**src/pkg/conv_sync_defines.vh**
```
`ifndef CONV_SYNC_DEFINES_VH
`define CONV_SYNC_DEFINES_VH
// serial opcodes
`define OP_START        8'h08
`define OP_STOP         8'h0a
`define OP_RESET        8'h06
`define OP_REGISTER_WRITE_CMD_HI      3'h2
// register addresses used by the write decode
`define ADDR_RATE_CHAIN 5'h01
`define ADDR_RESPIRATION_CTRL_REG       5'h09
`define ADDR_MISC_MODE  5'h17
// field positions
`define MISC_SINGLE_BIT 3
`define RATE_CHAIN_BIT  6
`define RATE_SEL_MSB    2
// reset values
`define RATE_CHAIN_RST  8'h06
`define MISC_MODE_RST   8'h00
`define RESPIRATION_CTRL_REG_RST        8'h00
// timing in conversion-clock periods
`define RESET_CYCLES    5'h12
`define START_MIN_HIGH  2'h2
`define HALT_FINISH     5'h10
`define SETTLE_000      17'h00488
`define SETTLE_001      17'h00908
`define SETTLE_010      17'h01208
`define SETTLE_011      17'h02408
`define SETTLE_100      17'h04808
`define SETTLE_101      17'h09008
`define SETTLE_110      17'h12008
// frame layout
`define STATUS_BITS     8'h18
`define STATUS_PATTERN  4'hc
`define FRAME_BITS      8'h98
`endif

```
**src/rtl/conv_sync_ctrl.v**
```verilog
`timescale 1ns/1ns
`include "conv_sync_defines.vh"
// Contract
// reset by low reset pin of minimum width or by reset opcode.
// reset opcode acts on the eighth falling serial clock edge.
// 18 clocks after reset restore defaults, then conversions begin; the sequencer instead stays idle until a start.
// writing rate/chain or respiration register resets the digital filter.
// conversions start on start pin high two clocks or start opcode.
// with no start, conversions halt and no data-ready pulse appears.
// host keeps start pin low when using start and stop opcodes.
// mode bit 3 selects continuous (0) or one conversion (1).
// start drives data-ready high; next fall marks first settled result.
// settling delay per rate code, 1160 up to 73736 clocks.
// input step needs three output periods; fourth pulse is settled.
// continuous mode runs until stop, finishing the conversion in progress.
// start and stop opcodes act on the seventh falling clock edge.
// stop must lead data-ready by 16 clocks; conversion ends 16 after.
// host restarts conversions after changing the conversion mode.
// one-conversion mode converts once, data-ready falls and stays low; a serial clock rise instead returns it high.
// host pulses start or resends start opcode for another conversion.
// each start resets the filter, so single results take four periods.
// deselected device puts its serial output in high impedance.
// chain-enable bit in rate/chain register selects daisy-chain mode.
// chain frame order: own frame, one don't-care bit, then next device.
// repeated readback is unavailable in daisy-chain mode.
// in chain mode each rising clock shifts out and latches chain input.
// clock master with clock-out enable supplies conversion clock to others.
// frame starts with 24-bit status: 1100, lead-off bits, input levels.
// opcodes are 08h start, 0Ah stop, 06h reset.
// start while running and stop while halted are ignored.
module conv_sync_ctrl
(
  // conversion clock and reset
  input  wire         clk,
  input  wire         rstn,
  // device pins
  input  wire         reset_pin_n,
  input  wire         start_pin,
  input  wire         sclk,
  input  wire         cs_n,
  input  wire         sdi,
  input  wire         chain_in,
  output wire         sdo_out,
  output wire         sdo_oe,
  output reg          data_ready_n,
  // clock master
  input  wire         clock_source_select,
  input  wire         clk_out_en,
  output wire         clk_out,
  // front end status and result
  input  wire [15:0]  lead_off_bits,
  input  wire [3:0]   gpio_levels,
  input  wire [127:0] channel_data,
  // internal status
  output reg          filter_reset,
  output reg          converting,
  output reg          init_busy,
  output wire [2:0]   rate_select,
  output wire         chain_en,
  output wire         single_mode
);
  localparam ST_IDLE   = 2'h0;
  localparam ST_SETTLE = 2'h1;
  localparam ST_RUN    = 2'h2;

  reg         rst_meta_reg, rst_sync_reg;
  wire        rst_n = rst_sync_reg;
  reg  [2:0]  rpin_s_reg, spin_s_reg, sclk_s_reg, cs_s_reg, sdi_s_reg, ci_s_reg;
  reg  [7:0]  rate_chain_config_reg, misc_mode_config_reg, respiration_ctrl_reg;
  reg  [7:0]  cmd_reg;
  reg  [3:0]  bit_cnt_reg;
  reg  [1:0]  wstage_reg;
  reg  [4:0]  waddr_reg, init_cnt_reg, halt_cnt_reg;
  reg  [1:0]  high_cnt_reg;
  reg  [1:0]  state_reg;
  reg  [16:0] settle_cnt_reg;
  reg         pin_started_reg, stop_pend_reg, load_reg;
  reg  [16:0] settling_delay, period;
  wire        sclk_fall = sclk_s_reg[2] & ~sclk_s_reg[1];
  wire        sclk_rise = ~sclk_s_reg[2] & sclk_s_reg[1];
  wire        cs_act    = ~cs_s_reg[1];
  wire        spin      = spin_s_reg[1];
  wire [7:0]  cmd_now   = {cmd_reg[6:0], sdi_s_reg[1]};
  // opcodes decoded at the seventh falling edge look at seven bits
  wire        op7       = sclk_fall && cs_act && bit_cnt_reg == 4'h6 &&
                          wstage_reg == 2'h0;
  wire        op_start  = op7 && {cmd_now[6:0], 1'b0} == `OP_START;
  wire        op_stop   = op7 && {cmd_now[6:0], 1'b0} == `OP_STOP;
  wire        byte8     = sclk_fall && cs_act && bit_cnt_reg == 4'h7;
  wire        op_reset  = byte8 && wstage_reg == 2'h0 &&
                          cmd_now == `OP_RESET;
  wire        pin_rise_ok;
  wire        pin_fall  = spin_s_reg[2] & ~spin;

  assign rate_select = rate_chain_config_reg[`RATE_SEL_MSB:0];
  assign chain_en    = rate_chain_config_reg[`RATE_CHAIN_BIT];
  assign single_mode = misc_mode_config_reg[`MISC_SINGLE_BIT];
  // master with oscillator and clock-out enabled feeds the others
  assign clk_out     = clock_source_select & clk_out_en & clk;

  // reset release through two flops
  always @(posedge clk or negedge rstn)
  begin
    if (!rstn)
    begin
      rst_meta_reg <= 1'b0;
      rst_sync_reg <= 1'b0;
    end
    else
    begin
      rst_meta_reg <= 1'b1;
      rst_sync_reg <= rst_meta_reg;
    end
  end

  // pin synchronisers; stage 2 exists only for edge detection
  always @(posedge clk or negedge rst_n)
  begin
    if (!rst_n)
    begin
      rpin_s_reg <= 3'h7;
      spin_s_reg <= 3'h0;
      sclk_s_reg <= 3'h0;
      cs_s_reg   <= 3'h7;
      sdi_s_reg  <= 3'h0;
      ci_s_reg   <= 3'h0;
    end
    else
    begin
      rpin_s_reg <= {rpin_s_reg[1:0], reset_pin_n};
      spin_s_reg <= {spin_s_reg[1:0], start_pin};
      sclk_s_reg <= {sclk_s_reg[1:0], sclk};
      cs_s_reg   <= {cs_s_reg[1:0], cs_n};
      sdi_s_reg  <= {sdi_s_reg[1:0], sdi};
      ci_s_reg   <= {ci_s_reg[1:0], chain_in};
    end
  end

  // settling delay table by rate code
  always @*
  begin
    case (rate_select)
      3'h0:    settling_delay = `SETTLE_000;
      3'h1:    settling_delay = `SETTLE_001;
      3'h2:    settling_delay = `SETTLE_010;
      3'h3:    settling_delay = `SETTLE_011;
      3'h4:    settling_delay = `SETTLE_100;
      3'h5:    settling_delay = `SETTLE_101;
      default: settling_delay = `SETTLE_110;
    endcase
    // output period approximated as a quarter of the settling time
    period = {2'h0, settling_delay[16:2]};
  end

  // start pin must stay high two clocks before it counts
  always @(posedge clk or negedge rst_n)
  begin
    if (!rst_n)
    begin
      high_cnt_reg    <= 2'h0;
      pin_started_reg <= 1'b0;
    end
    else if (!spin)
    begin
      high_cnt_reg    <= 2'h0;
      pin_started_reg <= 1'b0;
    end
    else if (high_cnt_reg != `START_MIN_HIGH)
      high_cnt_reg <= high_cnt_reg + 2'h1;
    else
      pin_started_reg <= 1'b1;
  end
  assign pin_rise_ok = spin && high_cnt_reg == `START_MIN_HIGH - 2'h1 &&
                       !pin_started_reg;

  // command byte shifter and register-write decode
  always @(posedge clk or negedge rst_n)
  begin
    if (!rst_n)
    begin
      cmd_reg               <= 8'h00;
      bit_cnt_reg           <= 4'h0;
      wstage_reg            <= 2'h0;
      waddr_reg             <= 5'h00;
      rate_chain_config_reg <= `RATE_CHAIN_RST;
      misc_mode_config_reg  <= `MISC_MODE_RST;
      respiration_ctrl_reg  <= `RESPIRATION_CTRL_REG_RST;
    end
    else if (init_busy)
    begin
      // defaults are held while initialisation runs
      rate_chain_config_reg <= `RATE_CHAIN_RST;
      misc_mode_config_reg  <= `MISC_MODE_RST;
      respiration_ctrl_reg  <= `RESPIRATION_CTRL_REG_RST;
      bit_cnt_reg           <= 4'h0;
      wstage_reg            <= 2'h0;
    end
    else if (!cs_act)
    begin
      bit_cnt_reg <= 4'h0;
      wstage_reg  <= 2'h0;
    end
    else if (sclk_fall)
    begin
      cmd_reg     <= cmd_now;
      bit_cnt_reg <= (bit_cnt_reg == 4'h7) ? 4'h0 : bit_cnt_reg + 4'h1;
      if (byte8)
      begin
        case (wstage_reg)
          2'h0:
          begin
            if (cmd_now[7:5] == `OP_REGISTER_WRITE_CMD_HI)
            begin
              waddr_reg  <= cmd_now[4:0];
              wstage_reg <= 2'h1;
            end
          end
          2'h1: wstage_reg <= 2'h2; // single register count assumed
          2'h2:
          begin
            wstage_reg <= 2'h0;
            if (waddr_reg == `ADDR_RATE_CHAIN)
              rate_chain_config_reg <= cmd_now;
            else if (waddr_reg == `ADDR_RESPIRATION_CTRL_REG)
              respiration_ctrl_reg <= cmd_now;
            else if (waddr_reg == `ADDR_MISC_MODE)
              misc_mode_config_reg <= cmd_now;
          end
          default: wstage_reg <= 2'h0;
        endcase
      end
    end
  end

  // conversion sequencer
  always @(posedge clk or negedge rst_n)
  begin
    if (!rst_n)
    begin
      state_reg      <= ST_IDLE;
      settle_cnt_reg <= 17'h0;
      stop_pend_reg  <= 1'b0;
      halt_cnt_reg   <= 5'h0;
      init_cnt_reg   <= `RESET_CYCLES;
      init_busy      <= 1'b1;
      data_ready_n   <= 1'b1;
      filter_reset   <= 1'b0;
      converting     <= 1'b0;
      load_reg       <= 1'b0;
    end
    else
    begin
      filter_reset <= 1'b0;
      load_reg     <= 1'b0;
      // serial clock rise returns data-ready high
      if (sclk_rise && !data_ready_n)
        data_ready_n <= 1'b1;
      if (!rpin_s_reg[1] || op_reset)
      begin
        init_cnt_reg <= `RESET_CYCLES;
        init_busy    <= 1'b1;
        state_reg    <= ST_IDLE;
        converting   <= 1'b0;
        data_ready_n <= 1'b1;
        filter_reset <= 1'b1;
      end
      else if (init_busy)
      begin
        if (init_cnt_reg == 5'h01)
          init_busy <= 1'b0;
        init_cnt_reg <= init_cnt_reg - 5'h01;
      end
      else
      begin
        if (byte8 && wstage_reg == 2'h2 &&
            (waddr_reg == `ADDR_RATE_CHAIN || waddr_reg == `ADDR_RESPIRATION_CTRL_REG))
          filter_reset <= 1'b1;
        // stop request latched, honoured at the end of this conversion unless it comes in its last 16 clocks
        if ((op_stop || pin_fall) && converting)
        begin
          stop_pend_reg <= 1'b1;
          halt_cnt_reg  <= `HALT_FINISH;
        end
        else if (halt_cnt_reg != 5'h0)
          halt_cnt_reg <= halt_cnt_reg - 5'h01;
        case (state_reg)
          ST_IDLE:
          begin
            // start opcode while running is ignored by the state guard
            if (op_start || pin_rise_ok)
            begin
              state_reg      <= ST_SETTLE;
              settle_cnt_reg <= settling_delay;
              data_ready_n   <= 1'b1;
              filter_reset   <= 1'b1;
              converting     <= 1'b1;
              stop_pend_reg  <= 1'b0;
            end
          end
          ST_SETTLE, ST_RUN:
          begin
            if (settle_cnt_reg == 17'h1)
            begin
              data_ready_n   <= 1'b0;
              load_reg       <= 1'b1;
              state_reg      <= ST_RUN;
              settle_cnt_reg <= period;
              // a stop within the last 16 clocks lets one more frame run
              if (single_mode || (stop_pend_reg && halt_cnt_reg == 5'h0))
              begin
                state_reg  <= ST_IDLE;
                converting <= 1'b0;
              end
            end
            else
              settle_cnt_reg <= settle_cnt_reg - 17'h1;
          end
          default: state_reg <= ST_IDLE;
        endcase
      end
    end
  end

  serial_frame_shift u_shift
  (
    .clk       (clk),
    .rst_n     (rst_n),
    .sclk_rise (sclk_rise),
    .cs_n      (cs_s_reg[1]),
    .chain_in  (ci_s_reg[1]),
    .chain_en  (chain_en),
    .load      (load_reg),
    .frame     ({`STATUS_PATTERN, lead_off_bits, gpio_levels,
                 channel_data}),
    .sdo_out   (sdo_out),
    .sdo_oe    (sdo_oe)
  );
endmodule // conv_sync_ctrl

```
**src/rtl/serial_frame_shift.v**
```verilog
`timescale 1ns/1ns
`include "conv_sync_defines.vh"
// shifts one output frame; in chain mode appends bits taken from chain input
module serial_frame_shift
(
  // clock and reset
  input  wire         clk,
  input  wire         rst_n,
  // sampled serial pins
  input  wire         sclk_rise,
  input  wire         cs_n,
  input  wire         chain_in,
  // control
  input  wire         chain_en,
  input  wire         load,
  input  wire [151:0] frame,
  // output pin
  output reg          sdo_out,
  output wire         sdo_oe
);
  reg [151:0] shift_reg;
  reg [7:0]   count_reg;

  // a deselected device releases the shared line
  assign sdo_oe = ~cs_n;

  // each rising edge drives the next bit; in chain mode it also takes in the chain bit
  always @(posedge clk or negedge rst_n)
  begin
    if (!rst_n)
    begin
      shift_reg <= 152'h0;
      count_reg <= 8'h00;
      sdo_out   <= 1'b0;
    end
    else if (load)
    begin
      shift_reg <= frame;
      count_reg <= 8'h00;
    end
    else if (sclk_rise && !cs_n)
    begin
      sdo_out   <= shift_reg[151];
      count_reg <= count_reg + 8'h01;
      if (chain_en)
        shift_reg <= {shift_reg[150:0], chain_in};
      else if (count_reg == `FRAME_BITS - 8'h01)
        shift_reg <= frame; // repeat readback, standard mode only
      else
        shift_reg <= {shift_reg[150:0], shift_reg[151]};
    end
  end
endmodule // serial_frame_shift

```
**config.mk**
```make
export PLATFORM = sky130hd
export DESIGN_NAME = conv_sync_ctrl
export DESIGN_NICKNAME = d
export VERILOG_FILES = /design/src/rtl/conv_sync_ctrl.v /design/src/rtl/serial_frame_shift.v
export VERILOG_INCLUDE_DIRS = /design/src /design/src/pkg
export SDC_FILE = /design/constraint.sdc
export NUM_CORES = 1
export LEC_CHECK = 0
export BUFFER_PORTS_ARGS = -buffer_cell sky130_fd_sc_hd__buf_2
export CAP_MARGIN = 15
export CORE_UTILIZATION = 62
export CTS_CLUSTER_SIZE = 25
export DETAILED_ROUTE_END_ITERATION = 6
export PLACE_DENSITY = 0.86
export SLEW_MARGIN = 5
export SYNTH_ARGS = -nofsm -noshare
export SYNTH_HDL_FRONTEND = slang
export SYNTH_SLANG_ARGS = --single-unit
```
**constraint.sdc**
```tcl
create_clock -name clk -period 17.54 [get_ports clk]
set_clock_uncertainty 0.1 [all_clocks]
set_input_delay 3.508 -clock clk [delete_from_list [all_inputs] [get_ports clk]]
set_output_delay 3.508 -clock clk [all_outputs]
set_load 0.02 [all_outputs]
```
==> results of run 1 <==
==> worst reg2reg max path, cell delays in order (launching register included) <==
cell and delay, ns:
dfrtp_1 0.40, ha_1 0.25, nor4bb_1 0.16, nand4b_1 0.19
o21ba_4 0.58, buf_4 0.83, buf_4 0.94, mux2i_1 0.36
o21ai_0 0.16
==> how the worst min path moves through the flow <==
stage                         end  slack [ns]  depth (start not counted)
finish                      rst_n        0.25                          0
detailed placement   sdi_s_reg[1]        0.24                          0
global placement    spin_s_reg[1]        0.23                          0
CTS                  sdi_s_reg[1]        0.25                          0
floorplan             ci_s_reg[1]        0.23                          0
global route         sdi_s_reg[1]        0.26                          0
==> synthesized netlist by cell type, drive strengths merged, types with 3 or more instances <==
| master | count |
|---|---|
| dfrtp | 228 |
| o21ai | 174 |
| nand2 | 169 |
| mux2i | 154 |
| clkbuf | 45 |
| nor2 | 45 |
| buf | 23 |
| inv | 23 |
| a21oi | 18 |
| nor3 | 16 |
| mux2 | 15 |
| ha | 13 |
| o41ai | 12 |
| dfstp | 10 |
| nand3 | 10 |
| nor4 | 10 |
| xor2 | 8 |
| nand4 | 7 |
| o21a | 7 |
| xnor2 | 7 |
| nand2b | 6 |
| nor4b | 6 |
| or2 | 6 |
| a211o | 5 |
| and3 | 5 |
| nand3b | 5 |
| or4 | 5 |
| a21boi | 4 |
| a22o | 4 |
| nor2b | 4 |
| or3 | 4 |
| a31oi | 3 |
| a41oi | 3 |
| nand4b | 3 |
| o22ai | 3 |
| o31ai | 3 |
| or3b | 3 |
==> power by group <==
part           total [W]  leakage (nW)  switching (W)  internal [W]
Combinational   0.000199          3.42       0.000105     0.0000937
Clock           0.000541         0.446       0.000214      0.000327
Sequential      0.000725          3.10      0.0000703      0.000655
Total            0.00147          6.97       0.000390       0.00108
==> logic make-up after synthesis <==
logic type	synth area share
DFF	0.5198
AOI/OAI and AO/OA	0.1340
xor gates and xnor gates	0.01144
muxes	0.1490
other	0.0003266
and+or+nand+nor	0.1346
buffers and inverters	0.03672
adders and majority gates	0.01417
==> layer usage <==
layer / vias up / part of all wire
met5: - / 0.00052
met4: 2 / 0.018
met2: 253 / 0.49
met1: 4203 / 0.43
li1: 4183 / -
met3: 40 / 0.057
==> layout make-up <==
type | count | area share
clock buffer | 44 | 0.06360
antenna | 2 | 0.0003780
clock inverter | 6 | 0.002552
tap | 229 | 0.02164
sequential | 238 | 0.4510
timing repair buffer | 177 | 0.06861
inverter | 23 | 0.006521
multi-input combinational | 771 | 0.3857
==> stage by stage <==
step	cells	power, W	area [µm²]	hold slack (ns)
global placement	1439	0.0009104	12360	0.2320
detailed placement	1439	0.0009322	12360	0.2362
finish	1490	0.001465	13240	0.2493
floorplan	1101	0.0008620	11480	0.2312
CTS	1488	0.001479	13240	0.2506
global route	1490	0.001543	13240	0.2611
==> impl_metrics.tcl, run 1 <==
set metrics [dict create \
    drv_cap 0 \
    reg2reg_depth 8 \
    die_w_um 138.1 \
    hold_violations 0 \
    irDropWorstVdd_mv 0.1017 \
    vias 8681 \
    worstSetupPathDepth 4 \
    globalplace.congestion 0.9005 \
    cpMostUsedCell "clkbuf_16" \
    rows 49 \
    synth-seq-area-share 0.5198 \
    io_buffers 169 \
    largest_register_ffs 152 \
    grt.busiest_layer "met2" \
    core_area_um2 18090 \
    multi_input_area_um2 5106 \
    cts_hold_buf 0 \
    ff_latch_area_um2 5972 \
    grt-ovfl-total 0 \
    final_cell_mix "dfrtp_1 (227), o21ai_0 (170), nand2_1 (169), buf_2 (169), mux2i_1 (154)" \
    postSynthAreaPerCell_um2 10.43 \
    grt_use_total 0.2705 \
    synthFlopType "dfrtp_1" \
    drc 16 \
    synth_edf_count 0 \
    dr.pass1.iters 7 \
    layout_commonest_cell "dfrtp_1" \
    powerDensity_nw_per_um2 110.7 \
    p_leak_nw 6.971 \
    rsz0062_at_grt "false" \
    cts_tree "built" \
    synth_async_sr_flop_share 1.000 \
    crit_chain "clkbuf_16, clkbuf_16, and3_1, buf_2" \
    setup_violations 0 \
    cp-start-kind "clock port" \
    io_pins 170 \
    hp-class "reg2reg" \
    synth_warnings 0 \
    start_util 0.6349 \
    crit_end "clk_out" \
    dp_hpwl_um 16830 \
    totalWireLength_um 25220 \
    cp_data_arrival_time_ns 9.33 \
    slowest_stage "and3_1" \
    n_fill_cell 1268 \
    post_cts_resized 0 \
    grt_pass1_wl_um 42460 \
    crit_path_start "clk" \
    use_met3 0.06200 \
    post_cts_buffers 0 \
    nNetsFinal 1411 \
    worstReg2RegEnd "u_shift.shift_reg[76]" \
    grt_max_degree 129 \
    worst_pin_slew_ns 1.038 \
    synth_top_area_cell "dfrtp_1" \
    path_delay_family "buffers and inverters" \
    path_class "clk2out" \
    ant_nets 0 \
    setup_tns_ns 0 \
    pre_cts_ws_ns 4.866 \
    grt_util_met2 0.4584 \
    drv_slew 0 \
    wl_per_cell_um 16.93 \
    synth_area_um2 11480 \
    r2r_setup_slack_ns 13.41 \
    yosys.cell_types.count 82 \
    grt_pass1_vias 8805 \
    crit_required_ns 13.93 \
    failed_checks "DRC" \
    final_util 0.7321 \
    drtIter0Drc 687 \
    syn_to_final_growth_pct 15.31 \
    clkLatencyLatePin_ns 0.62 \
    die_area_um2 19070 \
    clkSlewWorstSetupHoldPaths_ns 0.06 \
    fin_ws_ns 4.599 \
    antenna_found_initial 3 \
    synth_top_area_frac 0.4969 \
    r2r_start "u_shift.count_reg[0]" \
    die_h_um 138.1 \
    critical_path_buf_inv_count 3 \
    end_kind "output port" \
    use_met1 0.3469 \
    status "complete, but fails checks" \
    syn_inst 1101 \
    cpPeakStageDelay_ns 0.16 \
    netlist_top_cells_area "dfrtp_1 (50%), mux2i_1 (13%), o21ai_0 (7.4%), nand2_1 (5.5%), dfstp_2 (2.3%)" \
    synth_nets 1272 \
    cp_max_fo 2 \
    ys_seq_elements 238 \
    drive_gt1_frac 0.2176 \
    relSlewSlack 0.3079 \
    holdCritStartpoint "rst_meta_reg" \
    viasPerCell 5.826 \
]
Power figures use the tool's default switching activity.
==> run 2, diff against run 1 <==
--- a/config.mk
+++ b/config.mk
@@ -8,10 +8,10 @@
 export LEC_CHECK = 0
 export BUFFER_PORTS_ARGS = -buffer_cell sky130_fd_sc_hd__buf_2
 export CAP_MARGIN = 15
-export CORE_UTILIZATION = 62
+export CORE_UTILIZATION = 57
 export CTS_CLUSTER_SIZE = 25
 export DETAILED_ROUTE_END_ITERATION = 6
-export PLACE_DENSITY = 0.86
+export PLACE_DENSITY = 0.8
 export SLEW_MARGIN = 5
 export SYNTH_ARGS = -nofsm -noshare
 export SYNTH_HDL_FRONTEND = slang
==> constraint.sdc (replaced) <==
create_clock -name clk -period 13.3 [get_ports clk]
set_clock_uncertainty 0.1 [all_clocks]
set_input_delay 2.66 -clock clk [delete_from_list [all_inputs] [get_ports clk]]
set_output_delay 2.66 -clock clk [all_outputs]
set_load 0.02 [all_outputs]
==> impl_metrics.tcl, run 2 (same netlist as run 1, synthesis figures left out) <==
set metrics [dict create \
    path_delay_family "buffers and inverters" \
    setup_violations 0 \
    worstSetupPathDepth 4 \
    final_util 0.6807 \
    rows 51 \
    reg2reg_depth 8 \
    vias 8450 \
    drc 0 \
    cpMostUsedCell "clkbuf_16" \
    hold_violations 0 \
    drv_cap 0 \
    dr.pass1.iters 4 \
    cts_hold_buf 0 \
    totalWireLength_um 24060 \
    core_area_um2 19590 \
    cpPeakStageDelay_ns 0.16 \
    final_cell_mix "dfrtp_1 (227), o21ai_0 (170), nand2_1 (169), buf_2 (169), mux2i_1 (154)" \
    ff_latch_area_um2 5972 \
    n_fill_cell 1509 \
    antenna_found_initial 6 \
    relSlewSlack 0.2703 \
    p_leak_nw 6.983 \
    io_buffers 169 \
    layout_commonest_cell "dfrtp_1" \
    die_h_um 143.9 \
    setup_tns_ns 0 \
    pre_cts_ws_ns 3.594 \
    end_kind "output port" \
    slowest_stage "and3_1" \
    fin_ws_ns 3.334 \
    hold_depth 0 \
    largest_register_ffs 152 \
    die_area_um2 20720 \
    globalplace.congestion 0.9101 \
    dp_hpwl_um 15820 \
    cts_tree "built" \
    crit_required_ns 10.54 \
    ant_nets 0 \
    start_util 0.5861 \
    irDropWorstVdd_mv 0.09656 \
    grt_pass1_vias 8298 \
    clkLatencyLatePin_ns 0.64 \
    wl_per_cell_um 15.78 \
    status "finished clean" \
    grt_pass1_wl_um 39860 \
    post_cts_buffers 0 \
    drtIter0Drc 438 \
    nNetsFinal 1408 \
    drive_gt1_frac 0.2156 \
    grt_max_degree 298 \
    cp-start-kind "clock port" \
    cp_max_fo 2 \
    grt-ovfl-total 0 \
    rsz0062_at_grt "false" \
    drv_slew 0 \
    die_w_um 143.9 \
    post_cts_resized 0 \
    powerDensity_nw_per_um2 147.6 \
    viasPerCell 5.541 \
    cp_data_arrival_time_ns 7.21 \
    hp-class "reg2reg" \
    total_power_w 0.001968 \
    critical_path_buf_inv_count 3 \
    syn_to_final_growth_pct 16.14 \
    crit_chain "clkbuf_16, clkbuf_16, and3_1, buf_2" \
    clkSlewWorstSetupHoldPaths_ns 0.06 \
    io_pins 170 \
    grt_use_total 0.2392 \
    multi_input_area_um2 5106 \
    path_class "clk2out" \
    worst_pin_slew_ns 1.095 \
]
run 2: cell count changes in the layout (fill, tap and decap cells not counted), sizes merged, moves of 3 or more:
cell | before | now
clkbuf | 43 | 38
bufinv | 0 | 3
buf | 178 | 174
clkinv | 5 | 9
run 2: layout make-up:
class,instances,area share
Multi-Input combinational cell,771,0.3829
Tap cell,265,0.02486
Sequential cell,238,0.4478
Clock inverter,13,0.01154
Antenna cell,3,0.0005630
Clock buffer,39,0.05808
Timing Repair Buffer,173,0.06774
Inverter,23,0.006474
run 2: path summary, 6_finish.rpt:
check	slack, ns	start	endpoint
hold reg to reg	0.25	sdi_s_reg[0]	sdi_s_reg[1]
min in group asynchronous	0.26	rst_n	u_shift.shift_reg[69]
setup reg to reg	9.24	u_shift.count_reg[0]	u_shift.shift_reg[84]
setup / recovery	3.33	clk	clk_out
max in group asynchronous	11.30	rstn	rst_n
hold / removal	0.25	sdi_s_reg[0]	sdi_s_reg[1]
run 2: routing by layer:
metal,vias up,GRT usage,routed length [µm]
met5,-,0,27
met4,4,0.06999,528
met3,49,0.06165,1682
met2,212,0.3753,11240
met1,4001,0.3268,10590
li1,4184,-,-
run 2: metrics by stage:
stage	hold slack [ns]	instance area [µm²]	cells
after floorplan	0.2312	11480	1101
after global placement	0.2333	12400	1471
after detailed placement	0.2347	12400	1471
after CTS	0.2485	13330	1522
after global routing	0.2588	13330	1524
final	0.2466	13340	1525
run 2: power breakdown:
| part | internal (W) | switching (W) |
|---|---|---|
| sequential | 0.000864 | 0.0000881 |
| clock | 0.000465 | 0.000294 |
| combinational | 0.000124 | 0.000134 |
| total | 0.00145 | 0.000516 |
run 2: worst register-to-register path, stage by stage, from the launching register on:
cell and delay, ns:
dfrtp_1 0.40, ha_1 0.25, nor4bb_1 0.16, nand4b_1 0.18
o21ba_4 0.53, buf_4 0.91, buf_4 0.89, mux2i_1 0.34
o21ai_0 0.12
